<file path="config.mk">
export PLATFORM = sky130hd
export DESIGN_NAME = pcmsp_top
export DESIGN_NICKNAME = d
export VERILOG_FILES = /design/src/pkg/pcmsp_pkg.sv /design/src/pkg/pcmsp_if.sv /design/src/hdl/pcmsp_activity.sv /design/src/hdl/pcmsp_pd_timer.sv /design/src/hdl/pcmsp_top.sv
export SDC_FILE = /design/constraint.sdc
export NUM_CORES = 1
export LEC_CHECK = 0
export ABC_AREA = 1
export BUFFER_PORTS_ARGS = -buffer_cell sky130_fd_sc_hd__buf_2
export CORE_ASPECT_RATIO = 0.9
export CORE_MARGIN = 2
export CORE_UTILIZATION = 56
export CTS_BUF_LIST = sky130_fd_sc_hd__clkbuf_16
export CTS_CLUSTER_SIZE = 20
export DETAILED_ROUTE_END_ITERATION = 6
export PLACE_DENSITY = 0.75
export SYNTH_ARGS = -nofsm -noshare
export SYNTH_HDL_FRONTEND = slang
export SYNTH_SLANG_ARGS = --single-unit
</file>
<file path="constraint.sdc">
create_clock -name clk_sys -period 8.4 [get_ports clk_sys]
set_input_delay 0.84 -clock clk_sys [delete_from_list [all_inputs] [get_ports clk_sys]]
set_output_delay 0.84 -clock clk_sys [all_outputs]
set_load 0.02 [all_outputs]
</file>
<file path="src/pkg/pcmsp_pkg.sv">
// Shared constants and state types for the PCM codec serial port.
// Assumes every pin is sampled on clk_sys at 125 MHz.
package pcmsp_pkg;

    // System clock rate
    localparam int CLK_SYS_MHZ = 125;

    // A pin that has not toggled for this long counts as a static level
    localparam int ACT_WINDOW_NS  = 20000;
    localparam int ACT_WINDOW_CYC = (ACT_WINDOW_NS * CLK_SYS_MHZ + 999) / 1000;
    localparam int ACT_CNT_W      = 12;

    // Automatic power-down interval, counted in master clock periods
    localparam int PD_TIME_US   = 2000;
    localparam int MCLK_HI_KHZ  = 2048;
    localparam int MCLK_LO_KHZ  = 1544;
    localparam int PD_CNT_W     = 13;
    localparam logic [PD_CNT_W-1:0] PD_CNT_HI =
        PD_CNT_W'(PD_TIME_US * MCLK_HI_KHZ / 1000);
    localparam logic [PD_CNT_W-1:0] PD_CNT_LO =
        PD_CNT_W'(PD_TIME_US * MCLK_LO_KHZ / 1000);

    // Internal filter clock division; low rate frames carry 192 + 1 pulses
    localparam logic [7:0] MCLK_PER_FRAME_LO = 8'hc0;
    localparam logic [2:0] DIV_LAST_HI       = 3'h7;
    localparam logic [2:0] DIV_LAST_LO       = 3'h5;

    // Serial framing
    localparam logic [3:0] PCM_BITS     = 4'h8;
    localparam logic [1:0] LONG_FS_BITS = 2'h3;

    // Reset value of the power state: powered down
    localparam logic PWR_RESET = 1'b0;

    typedef enum logic [1:0] {
        TX_IDLE,
        TX_ARMED,
        TX_SHIFT
    } pcmsp_tx_state_t;

    typedef enum logic {
        RX_IDLE,
        RX_SHIFT
    } pcmsp_rx_state_t;

endpackage

</file>
<file path="src/pkg/pcmsp_if.sv">
// Carriers between the serial port top and its helper modules.
// Assumes all members are driven and read in the clk_sys domain.
`timescale 1ns/1ps

// Clock-or-level pin watcher
interface pcmsp_act_if;
    logic pin;
    logic active;
    logic level;
    modport det  (input pin, output active, output level);
    modport user (output pin, input active, input level);
endinterface

// Power-down interval timer
interface pcmsp_tmr_if;
    logic                          tick;
    logic                          clear;
    logic [pcmsp_pkg::PD_CNT_W-1:0] limit;
    logic                          expired;
    modport tmr  (input tick, input clear, input limit, output expired);
    modport user (output tick, output clear, output limit, input expired);
endinterface

</file>
<file path="src/hdl/pcmsp_activity.sv">
// Decides whether a dual-use pin carries a clock or a static level.
// Assumes the pin is already synchronous to clk_sys.
`timescale 1ns/1ps
module pcmsp_activity
(
    // Clock and reset
    input  wire logic clk_sys,
    input  wire logic rst,
    input  wire logic clk_en,
    // Watched pin
    pcmsp_act_if.det  port
);
    typedef struct packed {
        logic                           prev;
        logic [pcmsp_pkg::ACT_CNT_W-1:0] idle;
        logic                           active;
    } pcmsp_act_st_t;

    pcmsp_act_st_t s_reg;
    pcmsp_act_st_t s_next;

    // Any edge restarts the window; silence for the whole window means static
    always_comb
    begin
        s_next      = s_reg;
        s_next.prev = port.pin;
        if (port.pin != s_reg.prev)
        begin
            s_next.idle   = '0;
            s_next.active = 1'b1;
        end
        else if (s_reg.idle == pcmsp_pkg::ACT_CNT_W'(pcmsp_pkg::ACT_WINDOW_CYC))
            s_next.active = 1'b0;
        else
            s_next.idle = s_reg.idle + 1'b1;
    end

    // State register
    always_ff @(posedge clk_sys or posedge rst)
    begin
        if (rst)
            s_reg <= '0;
        else if (clk_en)
            s_reg <= s_next;
    end

    assign port.active = s_reg.active;
    assign port.level  = s_reg.prev;
endmodule

</file>
<file path="src/hdl/pcmsp_pd_timer.sv">
// Counts master clock ticks since the last frame sync pulse.
// Assumes tick is a one-cycle pulse per selected master clock period.
`timescale 1ns/1ps
module pcmsp_pd_timer
(
    // Clock and reset
    input  wire logic clk_sys,
    input  wire logic rst,
    input  wire logic clk_en,
    // Timer port
    pcmsp_tmr_if.tmr  port
);
    typedef struct packed {
        logic [pcmsp_pkg::PD_CNT_W-1:0] cnt;
        logic                          expired;
    } pcmsp_tmr_st_t;

    pcmsp_tmr_st_t s_reg;
    pcmsp_tmr_st_t s_next;

    // Clear wins over tick so a fresh pulse always restarts the interval
    always_comb
    begin
        s_next = s_reg;
        if (port.clear)
        begin
            s_next.cnt     = '0;
            s_next.expired = 1'b0;
        end
        else if (port.tick && !s_reg.expired)
        begin
            s_next.cnt = s_reg.cnt + 1'b1;
            if (s_next.cnt >= port.limit)
                s_next.expired = 1'b1;
        end
    end

    // State register
    always_ff @(posedge clk_sys or posedge rst)
    begin
        if (rst)
            s_reg <= '0;
        else if (clk_en)
            s_reg <= s_next;
    end

    assign port.expired = s_reg.expired;
endmodule

</file>
<file path="src/hdl/pcmsp_top.sv">
// Digital side of a companding PCM voice codec: power control, clock
// routing, rate selection and short- or long-frame serial transfer.
// Assumes all pins, bit clocks and master clocks are slow against clk_sys
// and synchronous to it, so each is sampled as plain data.
`timescale 1ns/1ps
module pcmsp_top
#(
    parameter bit MU_LAW = 1'b0
)
(
    // Clock, reset and clock enable
    input  wire logic       clk_sys,
    input  wire logic       rst,
    input  wire logic       clk_en,
    // Master and bit clock pins
    input  wire logic       tx_master_clock,
    input  wire logic       rx_master_clock_or_powerdown,
    input  wire logic       tx_bit_clock,
    input  wire logic       rx_bit_clock_or_rate_select,
    // Frame syncs and serial data
    input  wire logic       tx_frame_sync,
    input  wire logic       rx_frame_sync,
    input  wire logic       rx_pcm_in,
    output logic            tx_pcm_out,
    output logic            tx_pcm_out_en,
    // Open-drain encoder slot strobe
    output logic            encoder_slot_strobe_out,
    output logic            encoder_slot_strobe_oe,
    // Encoder and decoder codes
    input  wire logic [7:0] tx_code,
    output logic [7:0]      rx_code,
    output logic            rx_code_valid,
    // Analog control and status
    input  wire logic       analog_loopback_ctrl,
    output logic            tx_filter_from_rx_amp,
    output logic            receive_filter_output_en,
    output logic            power_amp_enable,
    output logic            powered_up,
    output logic            long_frame_mode,
    output logic            master_rate_2048,
    output logic            rx_uses_tx_master,
    output logic            rx_uses_tx_bit,
    output logic            filter_clock_tick
);
    typedef struct packed {
        logic                       txb_prev;
        logic                       rxb_prev;
        logic                       mck_prev;
        logic                       txfs_prev;
        logic                       rxfs_prev;
        logic                       powered;
        pcmsp_pkg::pcmsp_tx_state_t tx_state;
        logic [3:0]                 tx_cnt;
        logic [7:0]                 tx_sh;
        logic [7:0]                 tx_hold;
        logic                       tx_out;
        logic                       tx_slot;
        logic                       tx_drive;
        logic [1:0]                 tx_fs_cnt;
        logic                       long_mode;
        logic [1:0]                 fs_len;
        pcmsp_pkg::pcmsp_rx_state_t rx_state;
        logic [3:0]                 rx_cnt;
        logic [7:0]                 rx_sh;
        logic [7:0]                 rx_code;
        logic                       rx_valid;
        logic [7:0]                 frame_mclk;
        logic [2:0]                 div_cnt;
        logic                       filt_tick;
    } pcmsp_top_st_t;

    pcmsp_top_st_t s_reg;
    pcmsp_top_st_t s_next;

    // Pin watchers: index 0 is the receive master clock, 1 the rate select
    pcmsp_act_if act [2] ();
    pcmsp_tmr_if tmr ();

    assign act[0].pin = rx_master_clock_or_powerdown;
    assign act[1].pin = rx_bit_clock_or_rate_select;

    genvar gi;
    generate
        for (gi = 0; gi < 2; gi++)
        begin : g_act
            pcmsp_activity u_act
            (
                .clk_sys (clk_sys),
                .rst     (rst),
                .clk_en  (clk_en),
                .port    (act[gi])
            );
        end
    endgenerate

    pcmsp_pd_timer u_tmr
    (
        .clk_sys (clk_sys),
        .rst     (rst),
        .clk_en  (clk_en),
        .port    (tmr)
    );

    logic use_tx_master;
    logic use_tx_bit;
    logic pd_pin;
    logic rate_hi;
    logic mck_sel;
    logic rxb_sel;
    logic mck_rise;
    logic txb_rise;
    logic txb_fall;
    logic rxb_fall;
    logic txfs_rise;
    logic rxfs_rise;
    logic absorb;
    logic rate_pin_hi;

    // Clock routing: a static pin hands its job to the transmit clock
    assign use_tx_master = !act[0].active;
    assign use_tx_bit    = !act[1].active;
    assign pd_pin        = use_tx_master && act[0].level;
    // Clocked or high picks the fast rate on A-law; mu-law is the inverse
    assign rate_pin_hi   = act[1].active || act[1].level;
    assign rate_hi       = MU_LAW ? !rate_pin_hi : rate_pin_hi;

    assign mck_sel = use_tx_master ? tx_master_clock
                                   : rx_master_clock_or_powerdown;
    assign rxb_sel = use_tx_bit ? tx_bit_clock
                                : rx_bit_clock_or_rate_select;

    // Edge detectors on sampled pins
    assign mck_rise  = mck_sel && !s_reg.mck_prev;
    assign txb_rise  = tx_bit_clock && !s_reg.txb_prev;
    assign txb_fall  = !tx_bit_clock && s_reg.txb_prev;
    assign rxb_fall  = !rxb_sel && s_reg.rxb_prev;
    assign txfs_rise = tx_frame_sync && !s_reg.txfs_prev;
    assign rxfs_rise = rx_frame_sync && !s_reg.rxfs_prev;

    // Skip master clock pulses beyond 192 in a low-rate frame
    assign absorb = !rate_hi
                 && (s_reg.frame_mclk >= pcmsp_pkg::MCLK_PER_FRAME_LO);

    // Power-down interval: restarted by any sync, held clear while down
    assign tmr.tick  = mck_rise;
    assign tmr.clear = txfs_rise || rxfs_rise || !s_reg.powered;
    assign tmr.limit = rate_hi ? pcmsp_pkg::PD_CNT_HI
                               : pcmsp_pkg::PD_CNT_LO;

    // Next-state logic
    always_comb
    begin
        s_next           = s_reg;
        s_next.txb_prev  = tx_bit_clock;
        s_next.rxb_prev  = rxb_sel;
        s_next.mck_prev  = mck_sel;
        s_next.txfs_prev = tx_frame_sync;
        s_next.rxfs_prev = rx_frame_sync;
        s_next.rx_valid  = 1'b0;
        s_next.filt_tick = 1'b0;

        // Power control; the pin wins over a sync arriving together
        if (pd_pin)
            s_next.powered = 1'b0;
        else if (txfs_rise || rxfs_rise)
            s_next.powered = 1'b1;
        else if (s_reg.powered && tmr.expired)
            s_next.powered = 1'b0;

        // Internal filter clock divider with 193rd pulse absorption
        if (txfs_rise)
            s_next.frame_mclk = '0;
        else if (mck_rise && s_reg.frame_mclk != 8'hff)
            s_next.frame_mclk = s_reg.frame_mclk + 1'b1;
        if (mck_rise && !absorb)
        begin
            if (s_reg.div_cnt == (rate_hi ? pcmsp_pkg::DIV_LAST_HI
                                          : pcmsp_pkg::DIV_LAST_LO))
            begin
                s_next.div_cnt   = '0;
                s_next.filt_tick = 1'b1;
            end
            else
                s_next.div_cnt = s_reg.div_cnt + 1'b1;
        end

        // Frame sync length decides short or long framing
        if (txb_fall)
        begin
            if (tx_frame_sync)
            begin
                if (s_reg.fs_len != pcmsp_pkg::LONG_FS_BITS)
                    s_next.fs_len = s_reg.fs_len + 1'b1;
                if (s_next.fs_len == pcmsp_pkg::LONG_FS_BITS)
                    s_next.long_mode = 1'b1;
            end
            else
            begin
                if (s_reg.fs_len != 2'h0
                    && s_reg.fs_len != pcmsp_pkg::LONG_FS_BITS)
                    s_next.long_mode = 1'b0;
                s_next.fs_len = '0;
            end
        end

        // Transmit: a sync seen on a falling edge arms; the next rising edge opens the slot
        unique case (s_reg.tx_state)
            pcmsp_pkg::TX_IDLE:
            begin
                if (txb_fall && tx_frame_sync && s_reg.fs_len == 2'h0
                    && s_reg.powered)
                begin
                    // Previous code goes out, the new one waits a frame
                    s_next.tx_sh    = s_reg.tx_hold;
                    s_next.tx_hold  = tx_code;
                    s_next.tx_state = pcmsp_pkg::TX_ARMED;
                    if (s_reg.tx_fs_cnt != 2'h2)
                        s_next.tx_fs_cnt = s_reg.tx_fs_cnt + 1'b1;
                end
            end
            pcmsp_pkg::TX_ARMED:
            begin
                if (txb_rise)
                begin
                    s_next.tx_out   = s_reg.tx_sh[7];
                    s_next.tx_sh    = {s_reg.tx_sh[6:0], 1'b0};
                    s_next.tx_cnt   = 4'h1;
                    s_next.tx_slot  = 1'b1;
                    s_next.tx_drive = (s_reg.tx_fs_cnt == 2'h2);
                    s_next.tx_state = pcmsp_pkg::TX_SHIFT;
                end
            end
            pcmsp_pkg::TX_SHIFT:
            begin
                if (txb_rise && s_reg.tx_cnt != pcmsp_pkg::PCM_BITS)
                begin
                    s_next.tx_out = s_reg.tx_sh[7];
                    s_next.tx_sh  = {s_reg.tx_sh[6:0], 1'b0};
                    s_next.tx_cnt = s_reg.tx_cnt + 1'b1;
                end
                else if (txb_fall && s_reg.tx_cnt == pcmsp_pkg::PCM_BITS)
                begin
                    // Falling edge after the eighth bit ends the slot
                    s_next.tx_slot  = 1'b0;
                    s_next.tx_drive = 1'b0;
                    s_next.tx_state = pcmsp_pkg::TX_IDLE;
                    if (tx_frame_sync && s_reg.fs_len == 2'h0 && s_reg.powered)
                    begin
                        s_next.tx_sh    = s_reg.tx_hold;
                        s_next.tx_hold  = tx_code;
                        s_next.tx_state = pcmsp_pkg::TX_ARMED;
                        if (s_reg.tx_fs_cnt != 2'h2)
                            s_next.tx_fs_cnt = s_reg.tx_fs_cnt + 1'b1;
                    end
                end
            end
            default:
                s_next.tx_state = pcmsp_pkg::TX_IDLE;
        endcase

        // Receive: sync on a falling edge, then eight capturing edges
        unique case (s_reg.rx_state)
            pcmsp_pkg::RX_IDLE:
            begin
                if (rxb_fall && rx_frame_sync && s_reg.powered)
                begin
                    s_next.rx_cnt   = '0;
                    s_next.rx_state = pcmsp_pkg::RX_SHIFT;
                end
            end
            pcmsp_pkg::RX_SHIFT:
            begin
                if (rxb_fall)
                begin
                    s_next.rx_sh  = {s_reg.rx_sh[6:0], rx_pcm_in};
                    s_next.rx_cnt = s_reg.rx_cnt + 1'b1;
                    if (s_next.rx_cnt == pcmsp_pkg::PCM_BITS)
                    begin
                        s_next.rx_code  = s_next.rx_sh;
                        s_next.rx_valid = 1'b1;
                        s_next.rx_state = pcmsp_pkg::RX_IDLE;
                    end
                end
            end
        endcase

        // Losing power abandons any transfer and rearms the enable count
        if (!s_next.powered)
        begin
            s_next.tx_state  = pcmsp_pkg::TX_IDLE;
            s_next.tx_slot   = 1'b0;
            s_next.tx_drive  = 1'b0;
            s_next.tx_fs_cnt = '0;
            s_next.rx_state  = pcmsp_pkg::RX_IDLE;
        end
    end

    // State register; reset gives powered down and short framing
    always_ff @(posedge clk_sys or posedge rst)
    begin
        if (rst)
        begin
            s_reg         <= '0;
            s_reg.powered <= pcmsp_pkg::PWR_RESET;
        end
        else if (clk_en)
            s_reg <= s_next;
    end

    // Serial pins; the strobe only ever sinks current
    assign tx_pcm_out              = s_reg.tx_out;
    assign tx_pcm_out_en           = s_reg.tx_drive;
    assign encoder_slot_strobe_out = 1'b0;
    assign encoder_slot_strobe_oe  = s_reg.tx_slot;

    // Decoder code and status
    assign rx_code                  = s_reg.rx_code;
    assign rx_code_valid            = s_reg.rx_valid;
    assign receive_filter_output_en = s_reg.powered;
    assign power_amp_enable         = s_reg.powered;
    assign powered_up               = s_reg.powered;
    assign long_frame_mode          = s_reg.long_mode;
    assign master_rate_2048         = rate_hi;
    assign rx_uses_tx_master        = use_tx_master;
    assign rx_uses_tx_bit           = use_tx_bit;
    assign filter_clock_tick        = s_reg.filt_tick;
    // Loopback switch follows the pin directly; low means normal path
    assign tx_filter_from_rx_amp    = analog_loopback_ctrl;
endmodule

</file>
# Word-level counts from Yosys, hierarchy flattened
# Cells that the tools add are included.
totals:
  word_cells: 207
  reg_bits: 112
  latchBits: 0
  ram_bits: 0
  inputBits: 19
  output_inout_bits: 22
  rom_bits: 0
  n_memories: 0
op_classes:
  n_addsub: 9
  multipliers: 0
  mux: 60
  n_eq_ne: 35
  bitwise_logic: 1
  div_mod_pow: 0
  n_reduce_logical: 68
  order_cmp: 2
  shift: 0
ops:
  columns: ["operator", "n"]
  rows:
  - ["two-way mux 16 bit", 3]
  - ["two-way mux 14 bit", 3]
  - ["two-way mux 13 bit", 3]
  - ["two-way mux 8 bit", 4]
  - ["adder 12 x 1 -> 12 bit, second input constant", 2]
  - ["equality test 12 bit, second input constant", 2]
  - ["two-way mux 12 bit", 2]
  - ["one-hot mux 8 bit (3 select lines)", 1]
  - ["logical AND 1 bit", 22]
  - ["two-way mux 2 bit", 11]
  - ["two-way mux 22 bit", 1]
  - ["inequality test 3 bit, second input constant", 7]
  - ["inequality test 2 bit, second input constant", 9]
  - ["AND reduction 6 bit", 3]
  - ["nonzero test 2 bit", 9]
  - ["two-way mux 1 bit", 17]
  - ["two-way mux 4 bit", 4]
  - ["one-hot mux 8 bit (2 select lines)", 1]
  - ["AND reduction 2 bit", 8]
  - ["adder 13 x 1 -> 13 bit, second input constant", 1]
  - [">= comparator 13 bit", 1]
  - ["zero test 1 bit", 12]
  - ["AND reduction 4 bit", 3]
  - ["one-hot mux 5 bit (2 select lines)", 1]
  - ["other kinds (27)", 45]

# Logic depth before layout (Yosys ltp)
logic_depth:
  word_depth: 8
  mapped_depth: 19
  depth_no_buf: 19

# By module
# Synthesis repeated with hierarchy kept, for this count alone.
unflattened:
  cells_unflattened: 910
  hier_area_um2: 6857.8
modules_own_cells:
  columns: ["module", "area_per_inst_um2", "instances", "cells_each"]
  rows:
  - ["pcmsp_top", 3819.9, 1, 468]
  - ["pcmsp_activity", 929.6, 2, 139]
  - ["pcmsp_pd_timer", 1178.6, 1, 164]

# Worst setup path after synthesis
# No wires, ideal clock.
synth_path:
  kind: "reg2reg"
  from: "register u_tmr.s_reg[2] (netlist bit)"
  to: "register u_tmr.s_reg, in the netlist u_tmr.port.expired"
  t_arrival_ns: 2.154
  path_slack_ns: 6.125
  synth_period_minus_slack_ns: 2.275
  required_ns: 8.280
  setup_time_ns: 0.120
  path_stages_with_launch: 17
  cell_sequence: "dfrtp_1 ha_1 nand2_1 nor2_1 nand2_1 nor2_1 nand3_1 xor2_1 inv_1 ha_1 a21oi_1 a21boi_0 nand2_1 inv_1 nand3_1 nand2_1 a21oi_1"
synth_between:
  elab_chain_len: 4
synth_rtl:
  columns: ["element", "line_no", "source"]
  rows:
  - ["start, declared", "pcmsp_pd_timer.sv:18", "pcmsp_tmr_st_t s_reg;"]
  - ["start signal, assigned", "pcmsp_pd_timer.sv:44", "s_reg <= s_next;"]
  - ["adder 13 x 1 -> 13 bit", "pcmsp_pd_timer.sv:32", "s_next.cnt = s_reg.cnt + 1'b1;"]
  - [">= comparator 13 bit", "pcmsp_pd_timer.sv:33", "if (s_next.cnt >= port.limit)"]
  - ["nonzero test 2 bit (no line)", null, null]
  - ["AND reduction 3 bit (no line)", null, null]
# No other way between the ends.
# A chain may end at the register's enable or synchronous reset.

# Worst setup path in the final report
# Same ends and word-level chain as after synthesis.

==> flow_metrics.py <==
metrics = {
    "run_status": {
        "status": "finished, final reports clean",
    },
    "floorplan": {
        "core_um2": 10720,
        "pin_count": 41,
        "die_height_um": 103.1,
        "die-area_um2": 11760,
        "rows": 36,
        "initial_core_util_pct": 56.98,
        "die_w_um": 114.1,
    },
    "power": {
        "p_sw_share_pct": 34.61,
        "p_leak_nw": 3.228,
        "ir_worst_vdd_uv": 162.9,
        "p_int_mw": 1.030,
        "switchingPower_uw": 545.2,
        "powerDensity_nw_per_um2": 238.7,
        "clkPwrFrac_pct": 26.7,
        "pwr-share-comb_pct": 28.1,
        "totalPowerFinal_mw": 1.575,
        "power_frac_seq_pct": 45.2,
    },
    "synthesis": {
        "syn_area_per_cell_um2": 8.080,
        "yosys.area.top_type": "dfrtp_1",
        "ys_seq_elements": 111,
        "yosys_warnings": 0,
        "synth.most_common_cell": "nand2_1",
        "synth_top_area_share_pct": 45.47,
        "synth_nets": 799,
        "async_reset_ff_share_pct": 100.0,
        "synth_top_cells_by_area": "dfrtp_1, nand2_1, inv_1",
        "synth_edf_count": 0,
        "syn_inst": 756,
        "syn_area_um2": 6108,
        "synth_commonest_cells": "nand2_1, dfrtp_1, inv_1, nand3_1, o21ai_0",
        "ys_seq_area_share_pct": 45.47,
        "synthFlopType": "dfrtp_1",
        "synth.distinct_cells": 43,
    },
    "setup_path": {
        "cp_slowest_cell": "dfrtp_1",
        "critical_path.max_stage_delay_ns": 0.41,
        "crit_chain": "ha_1 > nand2_1 > nor2_1 > nand2_1 > nor2_1 > nand3_1 > xor2_1 > inv_1 > ha_1 > a21oi_1 > a21boi_0 > nand2_1 > inv_1 > nand3_1 > nand2_1 > a21oi_1",
        "worst_setup_path_end_kind": "flop",
        "critPathKind": "flop to flop",
        "required_ns": 8.64,
        "path_common_cell": "nand2_1",
        "arrival_ns": 2.86,
        "critPathLaunchType": "flop",
        "cp_max_fo": 5,
    },
    "global_route": {
        "grt_pass1_wl_mm": 20.91,
        "grt.overflow.total": 0,
        "grt_pass1_vias": 4678,
        "grt.total_usage_pct": 22.20,
        "antenna_found_initial": 0,
        "grt_max_degree": 59,
    },
    "clock_tree": {
        "post_cts_resized": 0,
        "cts_tree": "done",
        "root_buffer": "clkbuf_16",
        "path_clk_slew_ns": 0.07,
        "clock_path_buffers": 2,
        "clk_latency_ns": 0.36,
        "numCtsBuffers": 9,
        "h-tree-depth": 3,
        "cts.sinks": 111,
        "cts_hold_buffers": 0,
        "cts_setup_buffers": 0,
    },
    "placement": {
        "dp_hpwl_mm": 8.733,
        "place_congestion": 0.9395,
        "post_dp_cell_area_um2": 6309,
        "place_inst": 904,
        "port_buffers": 37,
    },
    "hold_path": {
        "worstHoldPathType": "flop to flop",
    },
    "routing": {
        "drt-pass1-iter-count": 6,
        "wl_per_cell_um": 13.18,
        "wirelength_mm": 12.13,
        "drt_iter0_drc": 404,
        "viasPerCell": 5.434,
        "vias": 4999,
        "drc_errors": 0,
        "ant_nets": 0,
    },
    "sta": {
        "slew_violations": 0,
        "post-route-period-util_pct": 31.17,
        "slew_headroom_pct": 44.62,
        "worstMarginPinSlew_ns": 0.8276,
        "fmax_ghz": 0.3820,
        "finalCriticalPeriod_ns": 2.618,
        "skew_ns": 0.006372,
        "setup_viol": 0,
        "rsz0062_at_grt": "false",
        "hold_viol": 0,
        "fin_setup_tns_ns": 0,
    },
    "finish": {
        "multi_input_area_um2": 2733,
        "seq_area_um2": 2778,
        "final_cells": 920,
        "final_nets": 825,
        "nFillCells": 925,
        "area_delta_synth_final_pct": 8.030,
        "design_area_um2": 6599,
        "largest_register_ffs": 54,
        "drive_gt1_share_pct": 12.45,
        "diodes": 0,
    },
    "run": {
        "max_cap_violations": 0,
    },
}
[logic make-up (layout without fill, tap and decap cells)]
family | count (synthesis) | after routing | share of synthesized area, %
AO/OA/AOI/OAI | 128 | 128 | 11.76
buffers and inverters | 139 | 170 | 9.791
other | 1 | 1 | 0.06139
XOR/XNOR | 19 | 19 | 2.970
flip-flops | 111 | 111 | 45.47
AND/OR/NAND/NOR | 332 | 332 | 24.68
adder cells (fa/ha/maj) | 24 | 24 | 4.916
multiplexers | 2 | 2 | 0.3482
[final timing paths]
| kind | from | slack [ns] | cells after the start | end |
|---|---|---|---|---|
| worst max-delay path | u_tmr.s_reg[2] | 5.78 | 16 | u_tmr.port.expired |
| worst min-delay path | rx_code[7] | 0.47 | 2 | rx_code[7] |
| worst max register to register | u_tmr.s_reg[2] | 5.78 | 16 | u_tmr.port.expired |
| worst min register to register | rx_code[7] | 0.47 | 2 | rx_code[7] |
| max in group asynchronous | rst | 6.64 | 3 | s_reg[50] |
| min in group asynchronous | rst | 0.60 | 2 | g_act[0].u_act.s_reg[9] |
[worst max-delay path: cells and delay by family, from the launching register on]
kind,cells,cell delay (ns)
AO/OA/AOI/OAI,3,0.40
XOR/XNOR,1,0.18
adder cells (fa/ha/maj),2,0.48
buffers and inverters,2,0.11
flip-flops,1,0.41
AND/OR/NAND/NOR,8,0.91
[layer usage]
layer  GRT usage [%]  wire [µm]
met3           6.173        552
met5               0          0
met2           36.31       5804
met4           6.754        150
met1           29.14       5621
[stage by stage]
stage               utilization [%]  hold WS, ns  setup WS (ns)
finish                        61.55       0.4714          5.782
global route                  61.55       0.5043          5.478
CTS                           61.55       0.4721          5.784
detailed placement            58.85       0.4539          5.806
global placement              58.85       0.4521          5.961
floorplan                         -       0.4431          4.629
[layout make-up]
class	count	share of cell area, %
Sequential cell	111	42.09
Clock inverter	7	0.9860
Multi-Input combinational cell	506	41.41
Timing Repair Buffer	38	2.920
Inverter	116	6.655
Clock buffer	9	3.413
Tap cell	133	2.522
[placed cells by master (no fill, tap or decap), drive strengths merged]
master,count
dfrtp,111
ha,24
nor4,4
nand3,63
o211ai,1
clkbuf,9
xor2,16
and3,1
nand2,168
mux2i,1
clkinvlp,3
o22ai,17
inv,116
a211oi,2
nand4,14
clkinv,3
o31ai,5
a21boi,1
o21a,1
a21oi,25
buf,38
nand3b,2
xnor2,3
bufinv,1
o21ai,76
nor3,17
nor2,60
or2,3
mux2,1
conb,1
[power groups by stage]
stage	Clock [mW]	Sequential, mW	Combinational [mW]
floorplan	0	0.718	0.349
global route	0.453	0.726	0.510
detailed placement	0	0.721	0.440
finish	0.420	0.712	0.443
global placement	0	0.715	0.420
CTS	0.431	0.713	0.444
(Power assumes the default switching activity.)
